File: src/include/pwg_defines.vh
`ifndef PWG_DEFINES_VH
`define PWG_DEFINES_VH

// Register byte offsets
`define PWG_OFF_CTRL 8'h00
`define PWG_OFF_LOAD 8'h04
`define PWG_OFF_CMPA 8'h08
`define PWG_OFF_CMPB 8'h0C
`define PWG_OFF_GENA 8'h10
`define PWG_OFF_GENB 8'h14
`define PWG_OFF_STAT 8'h18
`define PWG_GEN_STRIDE 8'h20
`define PWG_NUM_GEN 3

// Control fields
`define PWG_CTRL_EN 0
`define PWG_CTRL_UPDN 1

// Bus address and status fields
`define PWG_ADDR_BYTE 7:0
`define PWG_STAT_DIR 16
`define PWG_STAT_OUTA 17
`define PWG_STAT_OUTB 18

// Action field positions within a GEN register
`define PWG_ACT_ZERO 1:0
`define PWG_ACT_LOAD 3:2
`define PWG_ACT_AUP 5:4
`define PWG_ACT_ADN 7:6
`define PWG_ACT_BUP 9:8
`define PWG_ACT_BDN 11:10

// Action codes
`define PWG_NOP 2'h0
`define PWG_TOG 2'h1
`define PWG_LOW 2'h2
`define PWG_HIGH 2'h3

`define PWG_HTRANS_NONSEQ 2'h2
`define PWG_HTRANS_SEQ 2'h3

`endif

File: src/core/pwg_core.v
// Functional notes
// - Three generators, two outputs each
// - One 16-bit counter per generator, two modes
// - Count-down: load to zero, reload
// - Up/down: triangle between zero and load
// - Direction low in down mode, toggles otherwise
// - One-cycle zero and load pulses, held high while load is zero
// - Down mode: load pulse follows zero
// - Comparators A and B pulse on equality
// - Up/down matches split by direction
// - Compare above load never matches
// - Down mode uses four events
// - Up/down mode uses six events
// - Matches ignored on zero or load
// - Output one uses A, two uses B
// - Per event action per output
//
// Added by the designer: the register addresses and the AHB-Lite register port.
`timescale 1ns/100ps
`include "pwg_defines.vh"

module pwg_core #(
  parameter NGEN = `PWG_NUM_GEN,
  parameter CW = 16
) (
  input wire clk, // 100 MHz system clock
  input wire sys_rst, // Async reset, active high
  input wire hsel, // AHB slave select
  input wire [31:0] haddr, // AHB address
  input wire [1:0] htrans, // AHB transfer type
  input wire hwrite, // AHB write
  input wire [2:0] hsize, // AHB size
  input wire [31:0] hwdata, // AHB write data
  input wire hready, // AHB bus ready
  output wire [31:0] hrdata, // AHB read data
  output wire hreadyout, // AHB slave ready
  output wire hresp, // AHB response, always OKAY
  output wire [NGEN-1:0] firstGenOutput, // First output per generator
  output wire [NGEN-1:0] secondGenOutput // Second output per generator
);

  function [1:0] pick;
    input [11:0] gen;
    input isZero;
    input isLoad;
    input aEv;
    input bEv;
    input dirUp;
    input useA;
    begin
      pick = `PWG_NOP;
      if (isZero) begin
        pick = gen[`PWG_ACT_ZERO];
      end else if (isLoad) begin
        pick = gen[`PWG_ACT_LOAD];
      end else if (useA && aEv) begin
        pick = dirUp ? gen[`PWG_ACT_AUP] : gen[`PWG_ACT_ADN];
      end else if (!useA && bEv) begin
        pick = dirUp ? gen[`PWG_ACT_BUP] : gen[`PWG_ACT_BDN];
      end
    end
  endfunction

  function applyAct;
    input [1:0] act;
    input cur;
    begin
      case (act)
        `PWG_TOG: applyAct = ~cur;
        `PWG_LOW: applyAct = 1'b0;
        `PWG_HIGH: applyAct = 1'b1;
        default: applyAct = cur;
      endcase
    end
  endfunction

  // Generator window test, shared by the write and read paths
  function regHit;
    input [7:0] addr;
    input [7:0] base;
    reg [7:0] rel;
    begin
      rel = addr - base;
      regHit = (rel < `PWG_GEN_STRIDE);
    end
  endfunction

  function [31:0] readReg;
    input [7:0] rel;
    input [1:0] ctrl;
    input [CW-1:0] loadVal;
    input [CW-1:0] cmpA;
    input [CW-1:0] cmpB;
    input [11:0] genA;
    input [11:0] genB;
    input [CW-1:0] count;
    input dirUp;
    input outA;
    input outB;
    begin
      readReg = 32'h00000000;
      case (rel)
        `PWG_OFF_CTRL: readReg[1:0] = ctrl;
        `PWG_OFF_LOAD: readReg[CW-1:0] = loadVal;
        `PWG_OFF_CMPA: readReg[CW-1:0] = cmpA;
        `PWG_OFF_CMPB: readReg[CW-1:0] = cmpB;
        `PWG_OFF_GENA: readReg[11:0] = genA;
        `PWG_OFF_GENB: readReg[11:0] = genB;
        `PWG_OFF_STAT: begin
          readReg[CW-1:0] = count;
          readReg[`PWG_STAT_DIR] = dirUp;
          readReg[`PWG_STAT_OUTA] = outA;
          readReg[`PWG_STAT_OUTB] = outB;
        end
        default: readReg = 32'h00000000;
      endcase
    end
  endfunction

  // Address phase capture; writes land one cycle later in the data phase
  reg wrPend;
  reg [7:0] wrAddr;
  reg [31:0] rdData;
  reg [31:0] next_rdData;
  wire [7:0] rdAddr = haddr[`PWG_ADDR_BYTE];
  wire access = hsel && hready && (htrans == `PWG_HTRANS_NONSEQ || htrans == `PWG_HTRANS_SEQ);

  // Zero wait states, so the slave never stretches a transfer
  assign hreadyout = 1'b1;
  assign hresp = 1'b0;
  assign hrdata = rdData;

  always @(posedge clk or posedge sys_rst) begin
    if (sys_rst) begin
      wrPend <= 1'b0;
      wrAddr <= 8'h00;
    end else begin
      wrPend <= access && hwrite;
      wrAddr <= haddr[`PWG_ADDR_BYTE];
    end
  end

  wire [31:0] rdVec [0:NGEN-1];

  genvar g;
  generate
    for (g = 0; g < NGEN; g = g + 1) begin : genInst
      wire [31:0] baseFull = `PWG_GEN_STRIDE * g;
      wire [7:0] base = baseFull[7:0];
      reg [1:0] ctrl;
      reg [CW-1:0] loadVal;
      reg [CW-1:0] cmpA;
      reg [CW-1:0] cmpB;
      reg [11:0] genA;
      reg [11:0] genB;
      reg [CW-1:0] count;
      reg dirUp;
      reg outA;
      reg outB;
      reg [CW-1:0] next_count;
      reg next_dirUp;
      reg next_outA;
      reg next_outB;
      wire selW = wrPend && regHit(wrAddr, base);
      wire [7:0] wrRel = wrAddr - base;
      wire selR = regHit(rdAddr, base);
      wire [7:0] rdRel = rdAddr - base;
      wire en = ctrl[`PWG_CTRL_EN];
      wire upDown = ctrl[`PWG_CTRL_UPDN];
      wire atZero = (count == {CW{1'b0}});
      wire atLoad = (count == loadVal);
      wire loadZero = (loadVal == {CW{1'b0}});
      // A stale up bit from an earlier up/down run must not leak into down mode
      wire dirEff = upDown && dirUp;
      // Pulses are combinational on the count, so each lasts one cycle unless load is zero and the count holds at zero
      wire zeroEv = en && atZero;
      wire loadEv = en && atLoad;
      // Guard keeps a compare above load silent even after load shrinks
      wire aEv = en && (count == cmpA) && (cmpA <= loadVal);
      wire bEv = en && (count == cmpB) && (cmpB <= loadVal);
      wire [1:0] actA = pick(genA, zeroEv, loadEv, aEv, bEv, dirEff, 1'b1);
      wire [1:0] actB = pick(genB, zeroEv, loadEv, aEv, bEv, dirEff, 1'b0);
      wire wrCtrl = selW && (wrRel == `PWG_OFF_CTRL);
      wire wrLoad = selW && (wrRel == `PWG_OFF_LOAD);
      wire wrCmpA = selW && (wrRel == `PWG_OFF_CMPA);
      wire wrCmpB = selW && (wrRel == `PWG_OFF_CMPB);
      wire wrGenA = selW && (wrRel == `PWG_OFF_GENA);
      wire wrGenB = selW && (wrRel == `PWG_OFF_GENB);

      always @(posedge clk or posedge sys_rst) begin
        if (sys_rst) begin
          ctrl <= 2'h0;
        end else if (wrCtrl) begin
          ctrl <= hwdata[1:0];
        end
      end

      always @(posedge clk or posedge sys_rst) begin
        if (sys_rst) begin
          loadVal <= {CW{1'b0}};
        end else if (wrLoad) begin
          loadVal <= hwdata[CW-1:0];
        end
      end

      always @(posedge clk or posedge sys_rst) begin
        if (sys_rst) begin
          cmpA <= {CW{1'b0}};
        end else if (wrCmpA) begin
          cmpA <= hwdata[CW-1:0];
        end
      end

      always @(posedge clk or posedge sys_rst) begin
        if (sys_rst) begin
          cmpB <= {CW{1'b0}};
        end else if (wrCmpB) begin
          cmpB <= hwdata[CW-1:0];
        end
      end

      always @(posedge clk or posedge sys_rst) begin
        if (sys_rst) begin
          genA <= 12'h000;
        end else if (wrGenA) begin
          genA <= hwdata[11:0];
        end
      end

      always @(posedge clk or posedge sys_rst) begin
        if (sys_rst) begin
          genB <= 12'h000;
        end else if (wrGenB) begin
          genB <= hwdata[11:0];
        end
      end

      always @* begin
        next_count = count;
        next_dirUp = dirUp;
        next_outA = applyAct(actA, outA);
        next_outB = applyAct(actB, outB);
        if (!en) begin
          // Disabled generator parks at zero with outputs low
          next_count = {CW{1'b0}};
          next_dirUp = 1'b0;
          next_outA = 1'b0;
          next_outB = 1'b0;
        end else if (!upDown) begin
          next_dirUp = 1'b0;
          // Zero cycle reloads, so load pulse comes next cycle
          if (atZero) begin
            next_count = loadVal;
          end else begin
            next_count = count - 1'b1;
          end
        end else if (dirUp) begin
          if (count >= loadVal) begin
            next_dirUp = 1'b0;
            next_count = loadZero ? count : count - 1'b1;
          end else begin
            next_count = count + 1'b1;
          end
        end else begin
          if (atZero) begin
            next_dirUp = !loadZero;
            next_count = loadZero ? count : count + 1'b1;
          end else begin
            next_count = count - 1'b1;
          end
        end
      end

      always @(posedge clk or posedge sys_rst) begin
        if (sys_rst) begin
          count <= {CW{1'b0}};
          dirUp <= 1'b0;
          outA <= 1'b0;
          outB <= 1'b0;
        end else begin
          count <= next_count;
          dirUp <= next_dirUp;
          outA <= next_outA;
          outB <= next_outB;
        end
      end

      assign firstGenOutput[g] = outA;
      assign secondGenOutput[g] = outB;
      // Unselected generators return zero so the read mux can simply OR
      assign rdVec[g] = selR ? readReg(rdRel, ctrl, loadVal, cmpA, cmpB, genA, genB,
                                       count, dirEff, outA, outB) : 32'h00000000;
    end
  endgenerate

  // Read data registered for the data phase from the address-phase address
  integer k;
  always @* begin
    next_rdData = 32'h00000000;
    for (k = 0; k < NGEN; k = k + 1) begin
      next_rdData = next_rdData | rdVec[k];
    end
  end

  always @(posedge clk or posedge sys_rst) begin
    if (sys_rst) begin
      rdData <= 32'h00000000;
    end else if (access && !hwrite) begin
      rdData <= next_rdData;
    end
  end

endmodule // pwg_core

File: config.mk
export PLATFORM = sky130hd
export DESIGN_NAME = pwg_core
export DESIGN_NICKNAME = d
export VERILOG_FILES = /design/src/core/pwg_core.v
export VERILOG_INCLUDE_DIRS = /design/src /design/src/include
export SDC_FILE = /design/constraint.sdc
export NUM_CORES = 1
export LEC_CHECK = 0
export CAP_MARGIN = 30
export CORE_ASPECT_RATIO = 0.75
export CORE_MARGIN = 4
export CORE_UTILIZATION = 33
export DETAILED_ROUTE_END_ITERATION = 8
export DONT_BUFFER_PORTS = 1
export PLACE_DENSITY = 0.49
export SYNTH_ARGS = -nofsm -noshare
export SYNTH_HDL_FRONTEND = slang
export SYNTH_SLANG_ARGS = --single-unit
File: constraint.sdc
create_clock -name clk -period 12.5 [get_ports clk]
set_input_delay 3.75 -clock clk [delete_from_list [all_inputs] [get_ports clk]]
set_output_delay 3.75 -clock clk [all_outputs]
set_load 0.03 [all_outputs]
==> summary.txt, run 1 <==
Synth Register Bits -> 307
CTS H-tree lvls -> 2
fmax -> 187 MHz
# placed instances -> 3,043
critical path's top delay family -> simple AND/OR/NAND/NOR gates
vias in the first global route -> 17,900
startpoint type of the worst setup path -> input pin
max-slew violation count -> 0
CP Launch Point -> haddr[5]
Leakage -> 10.3 nW
Peak VDD IR -> 0.000103 V
DRT iter0 DRCs -> 2,357
critical path class -> input pin to flip-flop
internal power -> 0.00222 W
worst hold start -> genInst[0].genA[11]
Port Buffers -> 0
CTS Root Buffer Type -> clkbuf_16
Final Hold Fails -> 0
Num CTS Buffers -> 38
CP max-delay cell -> nor2_2
Tmin final -> 5350 ps
via count -> 19,200
grt ovf -> 0
HP Class -> flip-flop to flip-flop
Initial Utilization -> 33.5%
Die ar. -> 0.0692 mm^2
CORE AREA -> 0.0640 mm^2
RSZ-0062 raised after global routing -> no
outcome -> finished clean
Clk network pwr share -> 31.2%
NetSw -> 0.00148 W
GRT Util Overall -> 25.0%
# Post-CTS Setup Buffers -> 0
Resized Gates After CTS -> 0
Setup crit end kind -> flip-flop
vias per cell -> 6.17
synth top area cells -> dfrtp_1 (36%), mux2_2 (11%), ha_1 (9.2%)
critical path fanouts, max -> 15
Switching Fraction -> 40.0%
HPWL Detailed -> 66,600 um
setup_tns -> 0 ps
asr flop ratio synth -> 100%
slew margin rel. -> 27.6%
fin area -> 0.0237 mm^2
Nets -> 2,453
CTS clk-pin slew, worst paths -> 50 ps
Die Y -> 229 um
DR pass1 iterations -> 8
I/O pin cnt -> 114
clock skew -> 47.7 ps
Final Cycle Share -> 42.8%
area of the mapped netlist -> 0.0215 mm^2
Max-cap violations -> 0
routability cong. -> 0.965
area grow syn2layout -> 10.3%
DIE WIDTH -> 302 um
first-pass GRT wire length -> 128,000 um
Post-Layout Cell Count -> 3,110
syn_area_per_cell -> 9.42 um^2
share of layout cells above drive strength 1 -> 15.5%
worst reg2reg path startpoint -> genInst[1].loadVal[13]
Setup violations, final -> 0
Clock Latency Late Sink -> 600 ps
CP required -> 12,970 ps
Site Rows -> 80
DR WL/cell -> 28.4 um
Synth top area share -> 35.8%
# DRC -> 0
Post-synth top cells -> dfrtp_1 (307), mux2_2 (212), nand2_1 (171)
Distinct cells, synth -> 82
antenna violations before repair -> 2
CTS Hold Buffers Added -> 0
sequential share of the synthesized area -> 35.8%
crit path buf inv count -> 0
Final ANT Viol Nets -> 0
Total Wirelength -> 88,400 um
placed inst area -> 0.0224 mm^2
Flop pwr share -> 39.3%
Max stage delay on crit path -> 850 ps
largest net degree at the start of global routing -> 144
cell count after synthesis -> 2,277
pwr dens -> 156 mW/mm^2
CTS Sinks -> 307
area leader, netlist -> dfrtp_1
cell with the most instances after synthesis -> dfrtp_1
CTS tree -> yes
logic gate share of total power -> 29.5%
ant diodes -> 0
Ys Warns -> 0
WP data arrival -> 5820 ps
number of flops mapped to enable cells by yosys -> 0
CTS max path bufs -> 3
critical path cell sequence -> nor3_1, nand2_1, nor2_2, a222oi_1, a31oi_1
Slew @ Worst Pin -> 1080 ps
Most used DFF post-synth -> dfrtp_1
==> cells in the final DEF, fill, tap and decap left out, drive strengths merged, types with 17 or more instances in the layout <==
master and count:
and3 32, nand4 60, inv 94, xnor2 57, nor2 139, nand2 171
xor2 74, o21ai 110, nand3 72, nor4 58, a22o 17, a222oi 31
a31oi 28, a211oi 17, a21o 19, buf 51, a21oi 117, clkbuf 52
mux2 213, mux2i 18, ha 157, nor3 41, a221oi 35, dfrtp 307
a22oi 55
==> power by group through the flow <==
stage / Clock [W] / Combinational [W] / Sequential (W)
5_1_grt: 0.00121 / 0.00120 / 0.00146
6_report: 0.00115 / 0.00109 / 0.00145
3_5_place_dp: 0 / 0.00106 / 0.00146
3_3_place_gp: 0 / 0.00104 / 0.00146
2_1_floorplan: 0 / 0.000972 / 0.00120
4_1_cts: 0.00118 / 0.00107 / 0.00144
==> layer usage <==
layer / GRT usage (%) / routed length, um / up-vias / share of wire (%)
met1: 39.6 / 42200 / 9670 / 48
met4: 6.55 / 2240 / 0 / 2.5
li1: - / - / 8407 / -
met3: 6.82 / 10100 / 122 / 11
met5: 0 / 0 / - / 0
met2: 32.6 / 33800 / 976 / 38
==> worst paths after layout <==
check                                            end  slack [ps]  depth (start not counted)
worst max register to register   genInst[1].count[6]        8310                         10
max in group asynchronous         genInst[0].genA[8]        7990                          2
min in group asynchronous       genInst[2].count[12]        3150                          1
worst max-delay path                      hrdata[13]        7150                          5
worst min register to register   genInst[0].genA[11]         510                          1
worst min-delay path             genInst[0].genA[11]         510                          1
==> stage by stage <==
stage	total power [W]	setup slack [ps]	util [%]	hold slack (ps)
floorplan	0.00217	262	-	479
CTS	0.00368	7230	37.0	507
global route	0.00388	7020	37.0	516
finish	0.00369	7150	37.0	506
global placement	0.00249	6400	34.7	487
detailed placement	0.00252	6640	35.0	494
==> sequential cells by signal, summed over array words and instances (netlist names), 6 cells and up <==
name / flops
genInst.cmpA: 48
genInst.cmpB: 48
genInst.count: 48
genInst.loadVal: 48
genInst.genA: 36
genInst.genB: 36
hrdata: 19
wrAddr: 8
genInst.ctrl: 6
==> layout make-up <==
| class | instances | area, um^2 |
|---|---|---|
| Timing Repair Buffer | 51 | 484 |
| Inverter | 93 | 357 |
| Tap cell | 861 | 1080 |
| Clock inverter | 15 | 200 |
| Multi-Input combinational cell | 1731 | 12800 |
| Sequential cell | 307 | 7680 |
| Fill cell | 6368 | 40300 |
| Clock buffer | 52 | 1070 |
==> logic make-up (layout without fill, tap and decap cells) <==
family / after synthesis / after routing / synth area share [%]
and+or+nand+nor: 656 / 656 / 15.3
AOI/OAI and AO/OA: 541 / 541 / 17.4
DFF: 307 / 307 / 35.8
buffers and inverters: 252 / 211 / 4.95
muxes: 231 / 231 / 12.0
adders and majority gates: 157 / 157 / 9.16
xor gates and xnor gates: 131 / 131 / 5.35
other: 2 / 15 / 0.0350
No activity file was read; power rests on OpenSTA's default activity.
==> inputs of run 2 (changes only) <==
clock period = 4.8 ns   (was 12.5 ns; I/O delays follow)
==> summary.txt, run 2 (same netlist as run 1, synthesis figures left out) <==
outcome -> finished clean
antenna violations before repair -> 2
largest net degree at the start of global routing -> 120
Switching Fraction -> 39.4%
Peak VDD IR -> 0.000281 V
startpoint type of the worst setup path -> flip-flop
CTS Hold Buffers Added -> 0
# Post-CTS Setup Buffers -> 0
CTS max path bufs -> 3
critical path class -> flip-flop to flip-flop
CTS tree -> yes
Max-cap violations -> 0
Site Rows -> 80
Leakage -> 10.5 nW
pwr dens -> 412 mW/mm^2
via count -> 19,400
GRT Util Overall -> 25.6%
share of layout cells above drive strength 1 -> 16.6%
Worst Reg-to-Reg Cells -> 10
HPWL Detailed -> 67,800 um
Die Y -> 229 um
most common cell after layout, fill and taps aside -> dfrtp_1
CORE AREA -> 0.0640 mm^2
Port Buffers -> 0
Worst Hold Path Cells -> 1
Final Hold Fails -> 0
HP Class -> flip-flop to flip-flop
Final ANT Viol Nets -> 0
critical path cell sequence -> inv_1, ha_1, a211o_1, a21oi_1, nand3b_1, nor4_1, nor2_1, mux2_2, and3_1, o31a_1
Total Wirelength -> 90,500 um
NetSw -> 0.00388 W
critical path fanouts, max -> 5
WP data arrival -> 4520 ps
vias in the first global route -> 18,400
RSZ-0062 raised after global routing -> no
logic gate share of total power -> 31.6%
CP Launch Point -> genInst[1].loadVal[13]
I/O pin cnt -> 114
Die ar. -> 0.0692 mm^2
CP max-delay cell -> dfrtp_1
CTS H-tree lvls -> 2
Num CTS Buffers -> 38
commonest non-fill, non-tap cells in the layout -> dfrtp_1 (307), mux2_2 (212), nand2_1 (171)
area grow syn2layout -> 11.5%
Clk network pwr share -> 31.9%
CTS clk-pin slew, worst paths -> 60 ps
fmax -> 245 MHz
WP depth -> 10
Nets -> 2,484
Resized Gates After CTS -> 0
crit path buf inv count -> 1
Setup crit end kind -> flip-flop
Flop pwr share -> 36.5%
DRT iter0 DRCs -> 2,501
vias per cell -> 6.17
internal power -> 0.00598 W
ant diodes -> 0
critical path's top delay family -> simple AND/OR/NAND/NOR gates
Tmin final -> 4080 ps
R2R Setup Slk -> 720 ps
Max stage delay on crit path -> 590 ps
CTS Root Buffer Type -> clkbuf_16
setup_tns -> 0 ps
hold slack final -> 509 ps
placed inst area -> 0.0226 mm^2
DIE WIDTH -> 302 um
DR pass1 iterations -> 6
CTS Sinks -> 307
worst reg2reg path startpoint -> genInst[1].loadVal[13]
fin area -> 0.0239 mm^2
Setup violations, final -> 0
max-slew violation count -> 0
clock skew -> 26.0 ps
slew margin rel. -> 32.9%
Final Cycle Share -> 85.1%
Initial Utilization -> 33.5%
routability cong. -> 0.967
worst hold start -> genInst[1].genA[10]
CP required -> 5240 ps
grt ovf -> 0
Clock Latency Late Sink -> 580 ps
# DRC -> 0
Slew @ Worst Pin -> 1000 ps
first-pass GRT wire length -> 131,000 um
DR WL/cell -> 28.8 um
run 2: cell count changes in the layout (fill, tap and decap cells not counted), moves of 2 or more:
cell	before	now
buf_8	2	0
nor2_2	6	2
clkinv_2	7	9
bufinv_16	3	5
buf_1	2	0
buf_12	1	3
clkinv_8	0	2
buf_4	40	75
nor2_1	133	137
run 2: power groups by stage:
stage                     Clock [W]  Sequential (W)  Combinational, W
after floorplan                   0         0.00312           0.00253
after global placement            0         0.00362           0.00298
after detailed placement          0         0.00362           0.00303
after CTS                   0.00319         0.00357           0.00304
after global routing        0.00329         0.00364           0.00342
final                       0.00314         0.00360           0.00311
run 2: worst paths after layout:
kind	to
min reg2reg	genInst[1].genA[10]
max in group asynchronous	genInst[0].count[4]
max	genInst[1].count[8]
min	genInst[1].genA[10]
max reg2reg	genInst[1].count[8]
min in group asynchronous	genInst[2].loadVal[11]
run 2: metal layers:
layer	share of wire, %	global-route usage, %
met2	39	33.6
met5	0.013	0
met1	47	39.6
met3	12	8.12
met4	2.3	6.31
run 2: area by class of cell:
class / count / area (um^2)
Timing Repair Buffer: 82 / 711
Clock inverter: 17 / 235
Inverter: 93 / 353
Multi-Input combinational cell: 1731 / 12800
Tap cell: 861 / 1080
Clock buffer: 53 / 1100
Sequential cell: 307 / 7680
Fill cell: 6410 / 40000
run 2: stage by stage:
stage | instances | util, % | worst slack [ps] | power [W]
after global routing | 3144 | 37.4 | 487 | 0.0103
after global placement | 3070 | 35.2 | 926 | 0.00660
final | 3144 | 37.4 | 717 | 0.00986
after CTS | 3142 | 37.4 | 909 | 0.00981
after floorplan | 2290 | - | -725 | 0.00565
after detailed placement | 3072 | 35.3 | 893 | 0.00665
run 2: worst register-to-register path: stages (launching register included):
cell and delay [ps]:
dfrtp_1 590, inv_1 270, ha_1 390, a211o_1 280, a21oi_1 520, nand3b_1 140
nor4_1 580, nor2_1 340, mux2_2 370, and3_1 180, o31a_1 290
